File: src/verilog/tprio_params.svh
// Timing counts, reset values and register addresses for the trip-point and remote input block.
// Assumes a 100 MHz core clock and a register port with read data one cycle after the read strobe.
`ifndef TPRIO_PARAMS_SVH
`define TPRIO_PARAMS_SVH
`define TPRIO_CLK_MHZ 100
`define TPRIO_CLEAR_MS 100
`define TPRIO_ZERO_MS 200
`define TPRIO_SETTLE_US 1000
`define TPRIO_CLEAR_CYC (`TPRIO_CLEAR_MS * 1000 * `TPRIO_CLK_MHZ)
`define TPRIO_ZERO_CYC (`TPRIO_ZERO_MS * 1000 * `TPRIO_CLK_MHZ)
`define TPRIO_SETTLE_CYC (`TPRIO_SETTLE_US * `TPRIO_CLK_MHZ)
// Full scale is 10000 counts, so 105 percent is 10500 counts and 2 percent is 200 counts.
`define TPRIO_FS_PLUS 16'sh2904
`define TPRIO_FS_MINUS -16'sh2904
`define TPRIO_HYST_RST 16'h0064
`define TPRIO_CHAN_RST 2'h1
`define TPRIO_ZERO_LIMIT 16'sh00C8
`define TPRIO_A_CFG0 4'h0
`define TPRIO_A_CFG1 4'h1
`define TPRIO_B_CFG0 4'h2
`define TPRIO_B_CFG1 4'h3
`define TPRIO_CTRL 4'h4
`define TPRIO_STATUS 4'h5
`define TPRIO_IRQ_STAT 4'h6
`define TPRIO_IRQ_MASK 4'h7
`define TPRIO_RANGE_RST 2'h0
`endif

File: src/verilog/tprio_pkg.sv
// Types shared by the trip-point and remote input block.
// Assumes the params header supplies every number.
package tprio_pkg;
	// Range selection, x1 down to x0.01.
	typedef enum logic [1:0] {TPRIO_X1, TPRIO_X01, TPRIO_X001} tprio_range_t;
	// One trip point's settings.
	typedef struct packed {
		logic signed [15:0] high;
		logic signed [15:0] low;
		logic [15:0] hyst;
		logic [1:0] chan;
		logic normal_energized;
		logic latch_enable;
	} tprio_tp_cfg_t;
	// Three channel readings, 10000 counts per hundred percent of full scale.
	typedef struct packed {
		logic signed [15:0] ch3;
		logic signed [15:0] ch2;
		logic signed [15:0] ch1;
	} tprio_readings_t;
endpackage

File: src/verilog/tprio_core.sv
// Trip-point comparators, relay drive, latch clear, remote range and remote zero logic.
// Assumes readings arrive on core_clk from the converter; pins come from pulled-up open inputs.
`timescale 1ns/1ps
`include "tprio_params.svh"
module tprio_core
	import tprio_pkg::*;
#(
	parameter int CLEAR_CYC = `TPRIO_CLEAR_CYC,
	parameter int ZERO_CYC = `TPRIO_ZERO_CYC,
	parameter int SETTLE_CYC = `TPRIO_SETTLE_CYC
)
(
	input wire logic core_clk, // Core clock, 100 MHz.
	input wire logic sys_rst, // Synchronous reset, active high.
	input wire logic clk_en, // Freezes all state while low.
	input wire logic [3:0] reg_addr, // Register word index.
	input wire logic [31:0] reg_wdata, // Write data.
	input wire logic reg_wr, // Write strobe.
	input wire logic reg_rd, // Read strobe.
	output logic [31:0] reg_rdata, // Read data, one cycle after the strobe.
	input wire tprio_readings_t readings, // Channel readings.
	input wire logic reading_stable, // Converter reports a settled reading.
	input wire logic remote_key, // Key lock in remote position, a pin.
	input wire logic first_latch_clear_in, // Latch clear for the first trip point, low active pin.
	input wire logic second_latch_clear_in, // Latch clear for the second trip point, low active pin.
	input wire logic range_sel1_in, // First range select pin.
	input wire logic range_sel2_in, // Second range select pin.
	input wire logic zero_in, // Remote zero pin, falling edge acts.
	output logic [1:0] relay_out, // Relay coils, one per trip point.
	output tprio_range_t range_q, // Range in force.
	output logic zero_pulse_q, // One-cycle zero command to channel 1.
	output logic irq_q // Interrupt, high while an unmasked status bit is set.
);

////////////////////////////////////////////////////////////////////////////////
// Synchronisers and state.

logic [4:0] pin_s1_q; // First stage, read only by the second.
logic [4:0] pin_s2_q; // Second stage, safe to use.
logic key_s1_q; // Key lock first stage, read only by the second.
logic key_s2_q; // Key lock in remote position, synchronised.
tprio_tp_cfg_t cfg_q [2]; // Settings of each trip point.
logic zero_enable_q; // Zero function enabled.
logic [1:0] tripped_q; // Trip condition present.
logic [1:0] latched_q; // Latched trip held.
logic [31:0] clr_cnt_q [2]; // Low-time counters of latch clear pins.
logic [31:0] zero_cnt_q; // Time the zero pin has held its present level.
logic zero_armed_q; // A new falling edge may act.
logic zero_prev_q; // Zero pin level last cycle.
logic [31:0] settle_cnt_q; // Cycles since the last range change.
logic settling_q; // Trips held off after a range change.
logic zero_refused_q; // Last zero was refused.
logic [3:0] irq_stat_q; // Sticky events: trip A, trip B, zero done, zero refused.
logic [3:0] irq_mask_q; // Enables of the sticky events.
logic [3:0] irq_set; // Events of this cycle.
tprio_range_t range_d; // Next range.
logic range_chg; // Range changes this cycle.
logic zero_req; // Zero request accepted this cycle.

// Pins pass two flops; pulled-up inputs read high when open.
// The key lock is a switch as well, so it is synchronised too and starts in local mode.
always_ff @(posedge core_clk)
begin
	if (sys_rst)
	begin
		pin_s1_q <= 5'h1F;
		pin_s2_q <= 5'h1F;
		key_s1_q <= 1'b0;
		key_s2_q <= 1'b0;
	end
	else if (clk_en)
	begin
		pin_s1_q <= {zero_in, range_sel2_in, range_sel1_in, second_latch_clear_in, first_latch_clear_in};
		pin_s2_q <= pin_s1_q;
		key_s1_q <= remote_key;
		key_s2_q <= key_s1_q;
	end
end

// Picks a channel reading; channels 2 and 3 work with or without a multiplexer.
function automatic logic signed [15:0] pick(input tprio_readings_t r, input logic [1:0] ch);
	case (ch)
		2'h2: pick = r.ch2;
		2'h3: pick = r.ch3;
		default: pick = r.ch1;
	endcase
endfunction

// True when a reading lies beyond the zero limit either way; such a transducer is not zeroed.
function automatic logic beyond_limit(input logic signed [15:0] v);
	beyond_limit = (v > `TPRIO_ZERO_LIMIT) || (v < -`TPRIO_ZERO_LIMIT);
endfunction

////////////////////////////////////////////////////////////////////////////////
// Register port.

// Software writes settings; the write-one-to-clear status lets a new event win.
always_ff @(posedge core_clk)
begin
	if (sys_rst)
	begin
		for (int i = 0; i < 2; i++)
		begin
			cfg_q[i] <= '{high: `TPRIO_FS_PLUS, low: `TPRIO_FS_MINUS, hyst: `TPRIO_HYST_RST, chan: `TPRIO_CHAN_RST,
				normal_energized: 1'b1, latch_enable: 1'b0};
		end
		zero_enable_q <= 1'b0;
		irq_mask_q <= 4'h0;
		irq_stat_q <= 4'h0;
	end
	else if (clk_en)
	begin
		irq_stat_q <= (irq_stat_q & ~((reg_wr && reg_addr == `TPRIO_IRQ_STAT) ? reg_wdata[3:0] : 4'h0)) | irq_set;
		if (reg_wr)
		begin
			case (reg_addr)
				// The high threshold is clamped only at the top of the entry span, the low one only at the bottom.
				`TPRIO_A_CFG0, `TPRIO_B_CFG0:
				begin
					cfg_q[reg_addr[1]].high <= ($signed(reg_wdata[31:16]) > `TPRIO_FS_PLUS) ? `TPRIO_FS_PLUS
						: reg_wdata[31:16];
					cfg_q[reg_addr[1]].low <= ($signed(reg_wdata[15:0]) < `TPRIO_FS_MINUS) ? `TPRIO_FS_MINUS
						: reg_wdata[15:0];
				end
				`TPRIO_A_CFG1, `TPRIO_B_CFG1:
				begin
					cfg_q[reg_addr[1]].hyst <= reg_wdata[15:0];
					cfg_q[reg_addr[1]].chan <= (reg_wdata[17:16] == 2'h0) ? 2'h1 : reg_wdata[17:16];
					cfg_q[reg_addr[1]].normal_energized <= reg_wdata[18];
					cfg_q[reg_addr[1]].latch_enable <= reg_wdata[19];
				end
				`TPRIO_CTRL: zero_enable_q <= reg_wdata[0];
				`TPRIO_IRQ_MASK: irq_mask_q <= reg_wdata[3:0];
				default: ;
			endcase
		end
	end
end

// Read data one cycle after the strobe, zero elsewhere and on unmapped words.
always_ff @(posedge core_clk)
begin
	if (sys_rst)
		reg_rdata <= 32'h0;
	else if (clk_en)
	begin
		reg_rdata <= 32'h0;
		if (reg_rd)
		begin
			case (reg_addr)
				`TPRIO_A_CFG0, `TPRIO_B_CFG0: reg_rdata <= {cfg_q[reg_addr[1]].high, cfg_q[reg_addr[1]].low};
				`TPRIO_A_CFG1, `TPRIO_B_CFG1: reg_rdata <= {12'h0, cfg_q[reg_addr[1]].latch_enable,
					cfg_q[reg_addr[1]].normal_energized, cfg_q[reg_addr[1]].chan, cfg_q[reg_addr[1]].hyst};
				`TPRIO_CTRL: reg_rdata <= {31'h0, zero_enable_q};
				`TPRIO_STATUS: reg_rdata <= {24'h0, zero_refused_q, settling_q, range_q, latched_q, tripped_q};
				`TPRIO_IRQ_STAT: reg_rdata <= {28'h0, irq_stat_q};
				`TPRIO_IRQ_MASK: reg_rdata <= {28'h0, irq_mask_q};
				default: reg_rdata <= 32'h0;
			endcase
		end
	end
end

// The interrupt line is a flop of the masked status.
always_ff @(posedge core_clk)
begin
	if (sys_rst)
		irq_q <= 1'b0;
	else if (clk_en)
		irq_q <= |(irq_stat_q & irq_mask_q);
end

////////////////////////////////////////////////////////////////////////////////
// Remote range selection.

// Decode only in remote mode; both low is undefined and holds the range.
// Local mode leaves the present range in place, so turning the key to local never moves it.
always_comb
begin
	range_d = range_q;
	if (key_s2_q)
	begin
		case ({pin_s2_q[2], pin_s2_q[3]})
			2'b11: range_d = TPRIO_X1;
			2'b01: range_d = TPRIO_X01;
			2'b10: range_d = TPRIO_X001;
			default: range_d = range_q;
		endcase
	end
end
assign range_chg = (range_d != range_q);

// Range register and the settle hold-off after each change.
always_ff @(posedge core_clk)
begin
	if (sys_rst)
	begin
		range_q <= tprio_range_t'(`TPRIO_RANGE_RST);
		settling_q <= 1'b0;
		settle_cnt_q <= 32'h0;
	end
	else if (clk_en)
	begin
		range_q <= range_d;
		if (range_chg)
		begin
			settling_q <= 1'b1;
			settle_cnt_q <= 32'h0;
		end
		else if (settling_q)
		begin
			// Held off for a minimum time, then until the converter calls the reading stable.
			if (settle_cnt_q < 32'(SETTLE_CYC))
				settle_cnt_q <= settle_cnt_q + 32'h1;
			else if (reading_stable)
				settling_q <= 1'b0;
		end
	end
end

////////////////////////////////////////////////////////////////////////////////
// Trip points.

// Each trip point compares and latches on its own; trips frozen while settling.
always_ff @(posedge core_clk)
begin
	if (sys_rst)
	begin
		tripped_q <= 2'b00;
		latched_q <= 2'b00;
		relay_out <= 2'b00;
		clr_cnt_q[0] <= 32'h0;
		clr_cnt_q[1] <= 32'h0;
	end
	else if (clk_en)
	begin
		for (int i = 0; i < 2; i++)
		begin
			logic signed [16:0] rd;
			logic hi_on;
			logic lo_on;
			logic hi_off;
			logic lo_off;
			logic clear;
			rd = 17'(pick(readings, cfg_q[i].chan));
			hi_on = (cfg_q[i].high != `TPRIO_FS_PLUS) && (rd > 17'(cfg_q[i].high));
			lo_on = (cfg_q[i].low != `TPRIO_FS_MINUS) && (rd < 17'(cfg_q[i].low));
			hi_off = rd <= 17'(cfg_q[i].high) - $signed({1'b0, cfg_q[i].hyst});
			lo_off = rd >= 17'(cfg_q[i].low) + $signed({1'b0, cfg_q[i].hyst});
			// Clear needs the pin low long enough and remote mode.
			if (!pin_s2_q[i] && key_s2_q)
				clr_cnt_q[i] <= (clr_cnt_q[i] < 32'(CLEAR_CYC)) ? clr_cnt_q[i] + 32'h1 : clr_cnt_q[i];
			else
				clr_cnt_q[i] <= 32'h0;
			clear = (clr_cnt_q[i] >= 32'(CLEAR_CYC));
			if (!settling_q)
			begin
				if (hi_on || lo_on)
					tripped_q[i] <= 1'b1;
				else if (hi_off && lo_off)
					tripped_q[i] <= 1'b0;
			end
			// A new trip wins over the clear, and the enable stays set.
			if (cfg_q[i].latch_enable && tripped_q[i])
				latched_q[i] <= 1'b1;
			else if (clear || !cfg_q[i].latch_enable)
				latched_q[i] <= 1'b0;
			// The relay sits in its normal state until tripped.
			relay_out[i] <= cfg_q[i].normal_energized ^ (tripped_q[i] | latched_q[i]);
		end
	end
end

////////////////////////////////////////////////////////////////////////////////
// Remote zero.

assign zero_req = zero_prev_q && !pin_s2_q[4] && zero_armed_q && zero_enable_q && key_s2_q;

// One zero per falling edge; re-armed only after a long enough release.
always_ff @(posedge core_clk)
begin
	if (sys_rst)
	begin
		zero_prev_q <= 1'b1;
		zero_armed_q <= 1'b1;
		zero_cnt_q <= 32'h0;
		zero_pulse_q <= 1'b0;
		zero_refused_q <= 1'b0;
	end
	else if (clk_en)
	begin
		zero_prev_q <= pin_s2_q[4];
		zero_pulse_q <= 1'b0;
		if (zero_prev_q != pin_s2_q[4])
			zero_cnt_q <= 32'h0;
		else if (zero_cnt_q < 32'(ZERO_CYC))
			zero_cnt_q <= zero_cnt_q + 32'h1;
		if (zero_req)
			zero_armed_q <= 1'b0;
		else if (pin_s2_q[4] && zero_cnt_q >= 32'(ZERO_CYC))
			zero_armed_q <= 1'b1;
		if (zero_req)
		begin
			// Refused when channel 1 reads beyond 2 percent.
			zero_refused_q <= beyond_limit(readings.ch1);
			zero_pulse_q <= !beyond_limit(readings.ch1);
		end
	end
end

// Events: a refused zero, a finished zero, and each trip point that is tripped but not latched.
assign irq_set = {zero_req && beyond_limit(readings.ch1), zero_pulse_q, tripped_q[1] & ~latched_q[1],
	tripped_q[0] & ~latched_q[0]};

////////////////////////////////////////////////////////////////////////////////
// Checks.

zero_once_a: assert property (@(posedge core_clk) disable iff (sys_rst)
	(clk_en && zero_pulse_q) |=> !zero_pulse_q) else $error("zero pulse repeated");
zero_local_a: assert property (@(posedge core_clk) disable iff (sys_rst)
	(clk_en && !key_s2_q) |=> !zero_pulse_q) else $error("zero taken in local mode");
range_hold_a: assert property (@(posedge core_clk) disable iff (sys_rst)
	(clk_en && key_s2_q && !pin_s2_q[2] && !pin_s2_q[3]) |=> $stable(range_q)) else $error("range moved");
range_local_a: assert property (@(posedge core_clk) disable iff (sys_rst)
	(clk_en && !key_s2_q) |=> $stable(range_q)) else $error("range moved in local mode");
settle_hold_a: assert property (@(posedge core_clk) disable iff (sys_rst)
	(clk_en && settling_q) |=> $stable(tripped_q)) else $error("trip changed while settling");
high_off_a: assert property (@(posedge core_clk) disable iff (sys_rst)
	(clk_en && cfg_q[0].high == `TPRIO_FS_PLUS && cfg_q[0].low == `TPRIO_FS_MINUS && !tripped_q[0])
	|=> !tripped_q[0]) else $error("disabled trip point tripped");
low_off_a: assert property (@(posedge core_clk) disable iff (sys_rst)
	(clk_en && cfg_q[0].low == `TPRIO_FS_MINUS && !tripped_q[0] && pick(readings, cfg_q[0].chan) <= cfg_q[0].high)
	|=> !tripped_q[0]) else $error("disabled low comparison tripped");
latch_hold_a: assert property (@(posedge core_clk) disable iff (sys_rst)
	(clk_en && latched_q[0] && cfg_q[0].latch_enable && clr_cnt_q[0] < 32'(CLEAR_CYC)) |=> latched_q[0])
	else $error("latch dropped without clear");
clear_local_a: assert property (@(posedge core_clk) disable iff (sys_rst)
	(clk_en && !key_s2_q) |=> (clr_cnt_q[0] == 32'h0 && clr_cnt_q[1] == 32'h0))
	else $error("latch clear counted in local mode");
relay_norm_a: assert property (@(posedge core_clk) disable iff (sys_rst)
	(clk_en && !tripped_q[1] && !latched_q[1]) |=> relay_out[1] == $past(cfg_q[1].normal_energized))
	else $error("relay left normal state");
relay_trip_a: assert property (@(posedge core_clk) disable iff (sys_rst)
	(clk_en && tripped_q[0]) |=> relay_out[0] != $past(cfg_q[0].normal_energized))
	else $error("relay stayed normal while tripped");
zero_refuse_a: assert property (@(posedge core_clk) disable iff (sys_rst)
	(clk_en && zero_req && (readings.ch1 > `TPRIO_ZERO_LIMIT || readings.ch1 < -`TPRIO_ZERO_LIMIT))
	|=> !zero_pulse_q) else $error("zero beyond limit");
endmodule

File: config.mk
export PLATFORM = sky130hd
export DESIGN_NAME = tprio_core
export DESIGN_NICKNAME = d
export VERILOG_FILES = /design/src/verilog/tprio_pkg.sv /design/src/verilog/tprio_core.sv
export VERILOG_INCLUDE_DIRS = /design/src /design/src/verilog
export SDC_FILE = /design/constraint.sdc
export NUM_CORES = 1
export LEC_CHECK = 0
export BUFFER_PORTS_ARGS = -buffer_cell sky130_fd_sc_hd__buf_2
export CAP_MARGIN = 20
export CORE_UTILIZATION = 50
export CTS_CLUSTER_DIAMETER = 120
export DETAILED_ROUTE_END_ITERATION = 12
export GPL_TIMING_DRIVEN = 0
export PLACE_DENSITY_LB_ADDON = 0.08
export SYNTH_ARGS = -nofsm -noshare
export SYNTH_HDL_FRONTEND = slang
export SYNTH_SLANG_ARGS = --single-unit
File: constraint.sdc
create_clock -name core_clk -period 3.7 [get_ports core_clk]
set_input_delay 0.555 -clock core_clk [delete_from_list [all_inputs] [get_ports core_clk]]
set_output_delay 0.555 -clock core_clk [all_outputs]
set_load 0.01 [all_outputs]
After elaboration in Yosys (flattened, before gate mapping)
Memory sizes are Yosys's and may differ from the RTL's.
Index checks and enable logic that the tools add are counted.

word-level totals
  register bits after elaboration = 131
  bits in latches = 0
  bits in writable memories = 168
  memory bits (read-only) = 0
  bits of input ports = 96
  output and inout bits = 38
  memories = 2

cells by class
  add/subtract/negate cells = 8
  multiply operators = 0
  divide/modulo/power cells = 0
  order comparisons = 19
  equal/unequal tests = 20
  shift-type cells = 0
  mux-type cells = 71
  bitwise operators = 17
  reductions and logical operators = 52

memories
  memory     words  width  rd ports  clocked after memory_dff  wr ports  RTL line          RTL
  cfg_q      2      52     3         0                         2         tprio_core.sv:42  tprio_tp_cfg_t cfg_q [2];
  clr_cnt_q  2      32     2         0                         2         tprio_core.sv:46  logic [31:0] clr_cnt_q [2];

operators by type and width
  operator                                                              count
  2-to-1 mux 32 bit                                                     12
  case mux 32 bit (6 select lines)                                      1
  adder 32 x 1 -> 32 bit (second input constant)                        4
  2-to-1 mux 16 bit                                                     6
  greater-or-equal comparator 32 x 24 -> 1 bit (second input constant)  2
  < comparator 32 x 24 -> 1 bit (second input constant)                 2
  inequality test 16 x 15 -> 1 bit (second input constant)              4
  case mux 16 bit (2 select lines)                                      2
  2-to-1 mux 52 bit                                                     1
  OR reduction 52 bit                                                   1
  2-to-1 mux 1 bit                                                      44
  adder 16 x 17 -> 17 bit                                               2
  greater-or-equal comparator 16 x 17 -> 1 bit                          2
  less-or-equal comparator 16 x 17 -> 1 bit                             2
  subtractor 16 x 17 -> 17 bit                                          2
  greater-or-equal comparator 32 x 25 -> 1 bit (second input constant)  1
  greater-than comparator 16 bit                                        2
  < comparator 16 bit                                                   2
  < comparator 32 x 17 -> 1 bit (second input constant)                 1
  < comparator 32 x 25 -> 1 bit (second input constant)                 1
  logical AND 1 bit                                                     17
  == test 4 x 3 -> 1 bit (second input constant)                        4
  greater-than comparator 16 x 15 -> 1 bit (second input constant)      1
  greater-than comparator 16 x 9 -> 1 bit (second input constant)       1
  other kinds (27)                                                      70

Logic depth before layout (Yosys ltp)
An unclocked memory read counts as a cell.

  word-level depth = 10
  gate-level depth with buffers = 18
  depth with buffers taken out = 18

Worst setup path after synthesis
No wires, ideal clock.

  path kind = register to register
  start point = memory cfg_q[1][36] in the netlist's numbering
  end point = register tripped_q[1]
  setup time = 130 ps
  arrival = 3172 ps
  data required time = 3570 ps
  setup slack = 398 ps
  stages on the path, launching flop included = 17
  period minus slack after synthesis = 3302 ps
  cell sequence = edfxtp_1 > inv_1 > ha_1 > fa_1 > nor2b_1 > o31a_1 > o41a_1 > o31ai_1 > o21bai_1 > a21oi_1 > xor2_1 > ha_1 > a21o_1 > a211oi_1 > nand2_1 > o21ai_0 > nand4_1

RTL lines
  item                            RTL line           RTL
  start: declaration              tprio_core.sv:42
  end signal: assignment          tprio_core.sv:229  tripped_q <= 2'b00;
  end signal: indexed assignment  tprio_core.sv:259  tripped_q[i] <= 1'b1;
  end signal: indexed assignment  tprio_core.sv:261  tripped_q[i] <= 1'b0;
  end: declaration                tprio_core.sv:44   logic [1:0] tripped_q;

==> impl_metrics.yaml <==
status:
  status: "finished with violations"
  violations: "negative setup slack"
sta:
  drv_slew: 0
  period_share_pct: 103
  fin_skew_ps: 20.9
  max_freq_ghz: 0.263
  final_hold_viol_count: 0
  fin_tns_setup_ps: -101
  setup_viol_count_final: 1
  min_period_ps: 3800
  maxSlewHeadroom_pct: 34.5
  tightest_slew_ps: 983
  rsz0062_at_grt: "true"
  finalWorstSetupSlack_ps: -101
worst_setup_path:
  crit_path_start_kind: "flop"
  critPathMaxFanout: 3
  crit_chain: "ha_2 > fa_2 > nor2b_1 > o21ai_2 > a21oi_2 > o21bai_1 > o21bai_1 > a21oi_1 > xor2_1 > ha_1 > a21o_1 > a21o_1 > a21oi_2 > and3_1 > a221oi_1 > o21ai_1 > nand4b_1"
  slowest_delay_ps: 500
  rr_endpoint: "tripped_q[0]$_SDFFE_PP0P_"
  worstPathRequired_ps: 4040
  crit_buf_inv: 0
  worstSetupEndpointType: "flop"
  slowest_stage: "edfxtp_1"
  rrSetupSlack_ps: -100
  critPathKind: "flop to flop"
  cp_top_family: "compound AO/OA/AOI/OAI gates"
  r2r_start: "cfg_q[0][4]$_SDFFCE_PN0P_"
  cp.arrival_ps: 4140
  reg2regPathDepth: 17
detailed_routing:
  initialDrtViolationCount: 1375
  vias_per_cell: 5.99
  num_vias: 17900
  wire_per_inst_um: 21.2
  wl_um: 63500
  drt_pass1_iterations: 6
  drc_errors: 0
  postRouteAntennaNets: 0
clock_tree:
  clock_sinks: 299
  postCtsHoldBufs: 0
  numCtsBuffers: 35
  cts.clk_slew.worst_paths_ps: 60
  clock_path_buffers: 3
  clkLatencyLatePin_ps: 550
  cts_htree_levels: 2
  cts_tree: "yes"
  cts_root_buf: "clkbuf_16"
grt:
  grtUsageTotal_pct: 30.6
  grt_overflow: 0
  grt_max_degree: 33
  antenna_found_initial: 5
  grt_pass1_wl_um: 96700
  grt_pass1_vias: 17000
die:
  die_area_um2: 41100
  die_h_um: 203
  core_um2: 39700
  row_count: 73
  initial_core_util_pct: 50.7
  die_w_um: 203
  io_pins: 134
final_layout:
  area_growth_pct: 14.5
  multi_input_area_um2: 12100
  final_area_um2: 23100
  n_fill_cell: 3630
  fin_nets: 2736
  register_area_um2: 7350
  drive_gt1_share_pct: 11.8
yosys:
  synth-edff-count: 136
  ys_ff_latch: 299
  syn_avg_cell_area_um2: 8.99
  syn_nets: 2542
  synthFlopType: "dfxtp_1"
  async_flop_share_pct: 0
  syn_area_um2: 20100
  synth.area.top_cells: "edfxtp_1 20%, dfxtp_1 16%, ha_1 13%, mux2i_1 5.6%, a21oi_1 4.2%"
  synth_cell_type_count: 81
  synthCells: 2239
  synth_top_area_cell: "edfxtp_1"
  post-synth-top-count-cell: "ha_1"
  synth_top_area_share_pct: 20.3
  yosysSeqAreaShare_pct: 36.5
  synth_warnings: 0
  ys_top_cells_by_count: "203 x ha_1, 197 x nor2_1, 170 x a21oi_1"
power_and_ir_drop:
  p_clk_share_pct: 38.2
  combPwrFrac_pct: 21.1
  max-vdd-ir-drop_uv: 323
  p_sw_mw: 2.74
  power.leakage_nw: 9.53
  p_seq_share_pct: 40.7
  p_int_mw: 6.43
  p_sw_share_pct: 29.9
  p_per_area_nw_per_um2: 398
placed_design:
  gp_congestion: 0.947
  placedInstanceArea_um2: 21500
  dp_hpwl_um: 49700
  numPortBuffers: 131
worst_hold_path:
  hold-path-cell-count: 3
  min-delay-start: "range_sel1_in"
  hold_end: "pin_s1_q[2]$_SDFFE_PP1P_"
  holdCritPathClass: "input pin to flop"
flow_run:
  maxCapViolCount: 0
[worst max-delay path by stage]
stage / depth (start not counted) / end / from
2_1_floorplan: 16 / tripped_q[1]$_SDFFE_PP0P_ / cfg_q[1][36]$_SDFFCE_PN0P_
3_3_place_gp: 5 / clr_cnt_q[0][4]$_SDFFCE_PP0P_ / clk_en
3_5_place_dp: 12 / tripped_q[0]$_SDFFE_PP0P_ / cfg_q[0][2]$_SDFFCE_PN1P_
4_1_cts: 17 / tripped_q[0]$_SDFFE_PP0P_ / cfg_q[0][4]$_SDFFCE_PN0P_
5_1_grt: 17 / tripped_q[0]$_SDFFE_PP0P_ / cfg_q[0][4]$_SDFFCE_PN0P_
6_report: 17 / tripped_q[0]$_SDFFE_PP0P_ / cfg_q[0][4]$_SDFFCE_PN0P_
[per-stage QoR]
stage,power [mW],setup slack (ps),utilization [%],hold slack [ps],instances
after floorplan,5.00,398,-,425,2239
after global placement,5.56,-797,54.0,431,2895
after detailed placement,5.62,-837,54.2,439,2898
after CTS,9.16,-6.77,57.8,204,2977
after global routing,9.58,-217,58.0,219,2986
final,9.18,-101,58.0,226,2989
[kinds of logic (layout without fill, tap and decap cells)]
family	count (synthesis)	in the layout	synth area share (%)
simple gates	787	787	20.4
compound gates	506	506	15.8
flops	299	299	36.5
buf+inv	231	452	4.44
fa+ha+maj	207	207	13.0
mux	115	115	5.74
xor+xnor	94	94	4.09
other cells	0	4	0
[flip-flops by register name, summed over array words and instances, names as in the netlist, 5 cells and up]
signal        flops
clr_cnt_q        64
settle_cnt_q     32
pin_s1_q          5
pin_s2_q          5
reg_rdata        32
cfg_q           104
zero_cnt_q       32
[repair_timing]
item                                    in CTS  in global routing
cloned                                       0                  0
resized for setup                           38                  8
endpoints found under the setup margin       2                  2
pin swaps                                   19                 18
buffers inserted                            16                  9
[tightest hold or removal path, delay by kind of cell]
kind	cells	cell delay [ps]
buffers and inverters	1	70
muxes	1	50
and+or+nand+nor	1	50
[metal layers]
layer / track usage (%) / vias to the layer above / part of all wire [%]
met3: 5.30 / 135 / 7.3
met4: 13.3 / 4 / 4.4
li1: - / 8620 / -
met2: 50.1 / 668 / 46
met1: 39.7 / 8474 / 43
met5: 0 / - / 0.043
[area by class of cell]
| class | instances | share of cell area, % |
|---|---|---|
| antenna | 4 | 0.0434 |
| buffer | 73 | 1.31 |
| clock buffer | 47 | 4.35 |
| clock inverter | 17 | 0.689 |
| inverter | 156 | 2.54 |
| multi-input combinational | 1709 | 52.4 |
| sequential | 299 | 31.9 |
| tap | 525 | 2.85 |
| timing repair buffer | 159 | 3.98 |
[power by group through the flow]
stage	Sequential, mW	Clock, mW	Combinational [mW]
2_1_floorplan	3.72	0	1.29
3_3_place_gp	3.81	0	1.75
3_5_place_dp	3.80	0	1.81
4_1_cts	3.73	3.54	1.89
5_1_grt	3.74	3.67	2.16
6_report	3.73	3.51	1.94
[cells in the final DEF, fill, tap and decap left out, types with 21 or more instances in the layout]
cell type  instances
xor2_1            46
dfxtp_1          163
nor4_1            40
clkbuf_16         37
o21ai_0          100
nand2_1          130
a21o_1            37
buf_4             25
xnor2_1           48
mux2i_1          112
nor3_1            35
clkbuf_1          65
nand3_1           47
buf_2            136
nand4_1           52
and2_1            88
inv_1            155
or3_1             70
and3_1            21
nor2b_1           26
a21oi_1          157
edfxtp_1         136
ha_1             198
nor2_1           195
(Power assumes the default switching activity.)
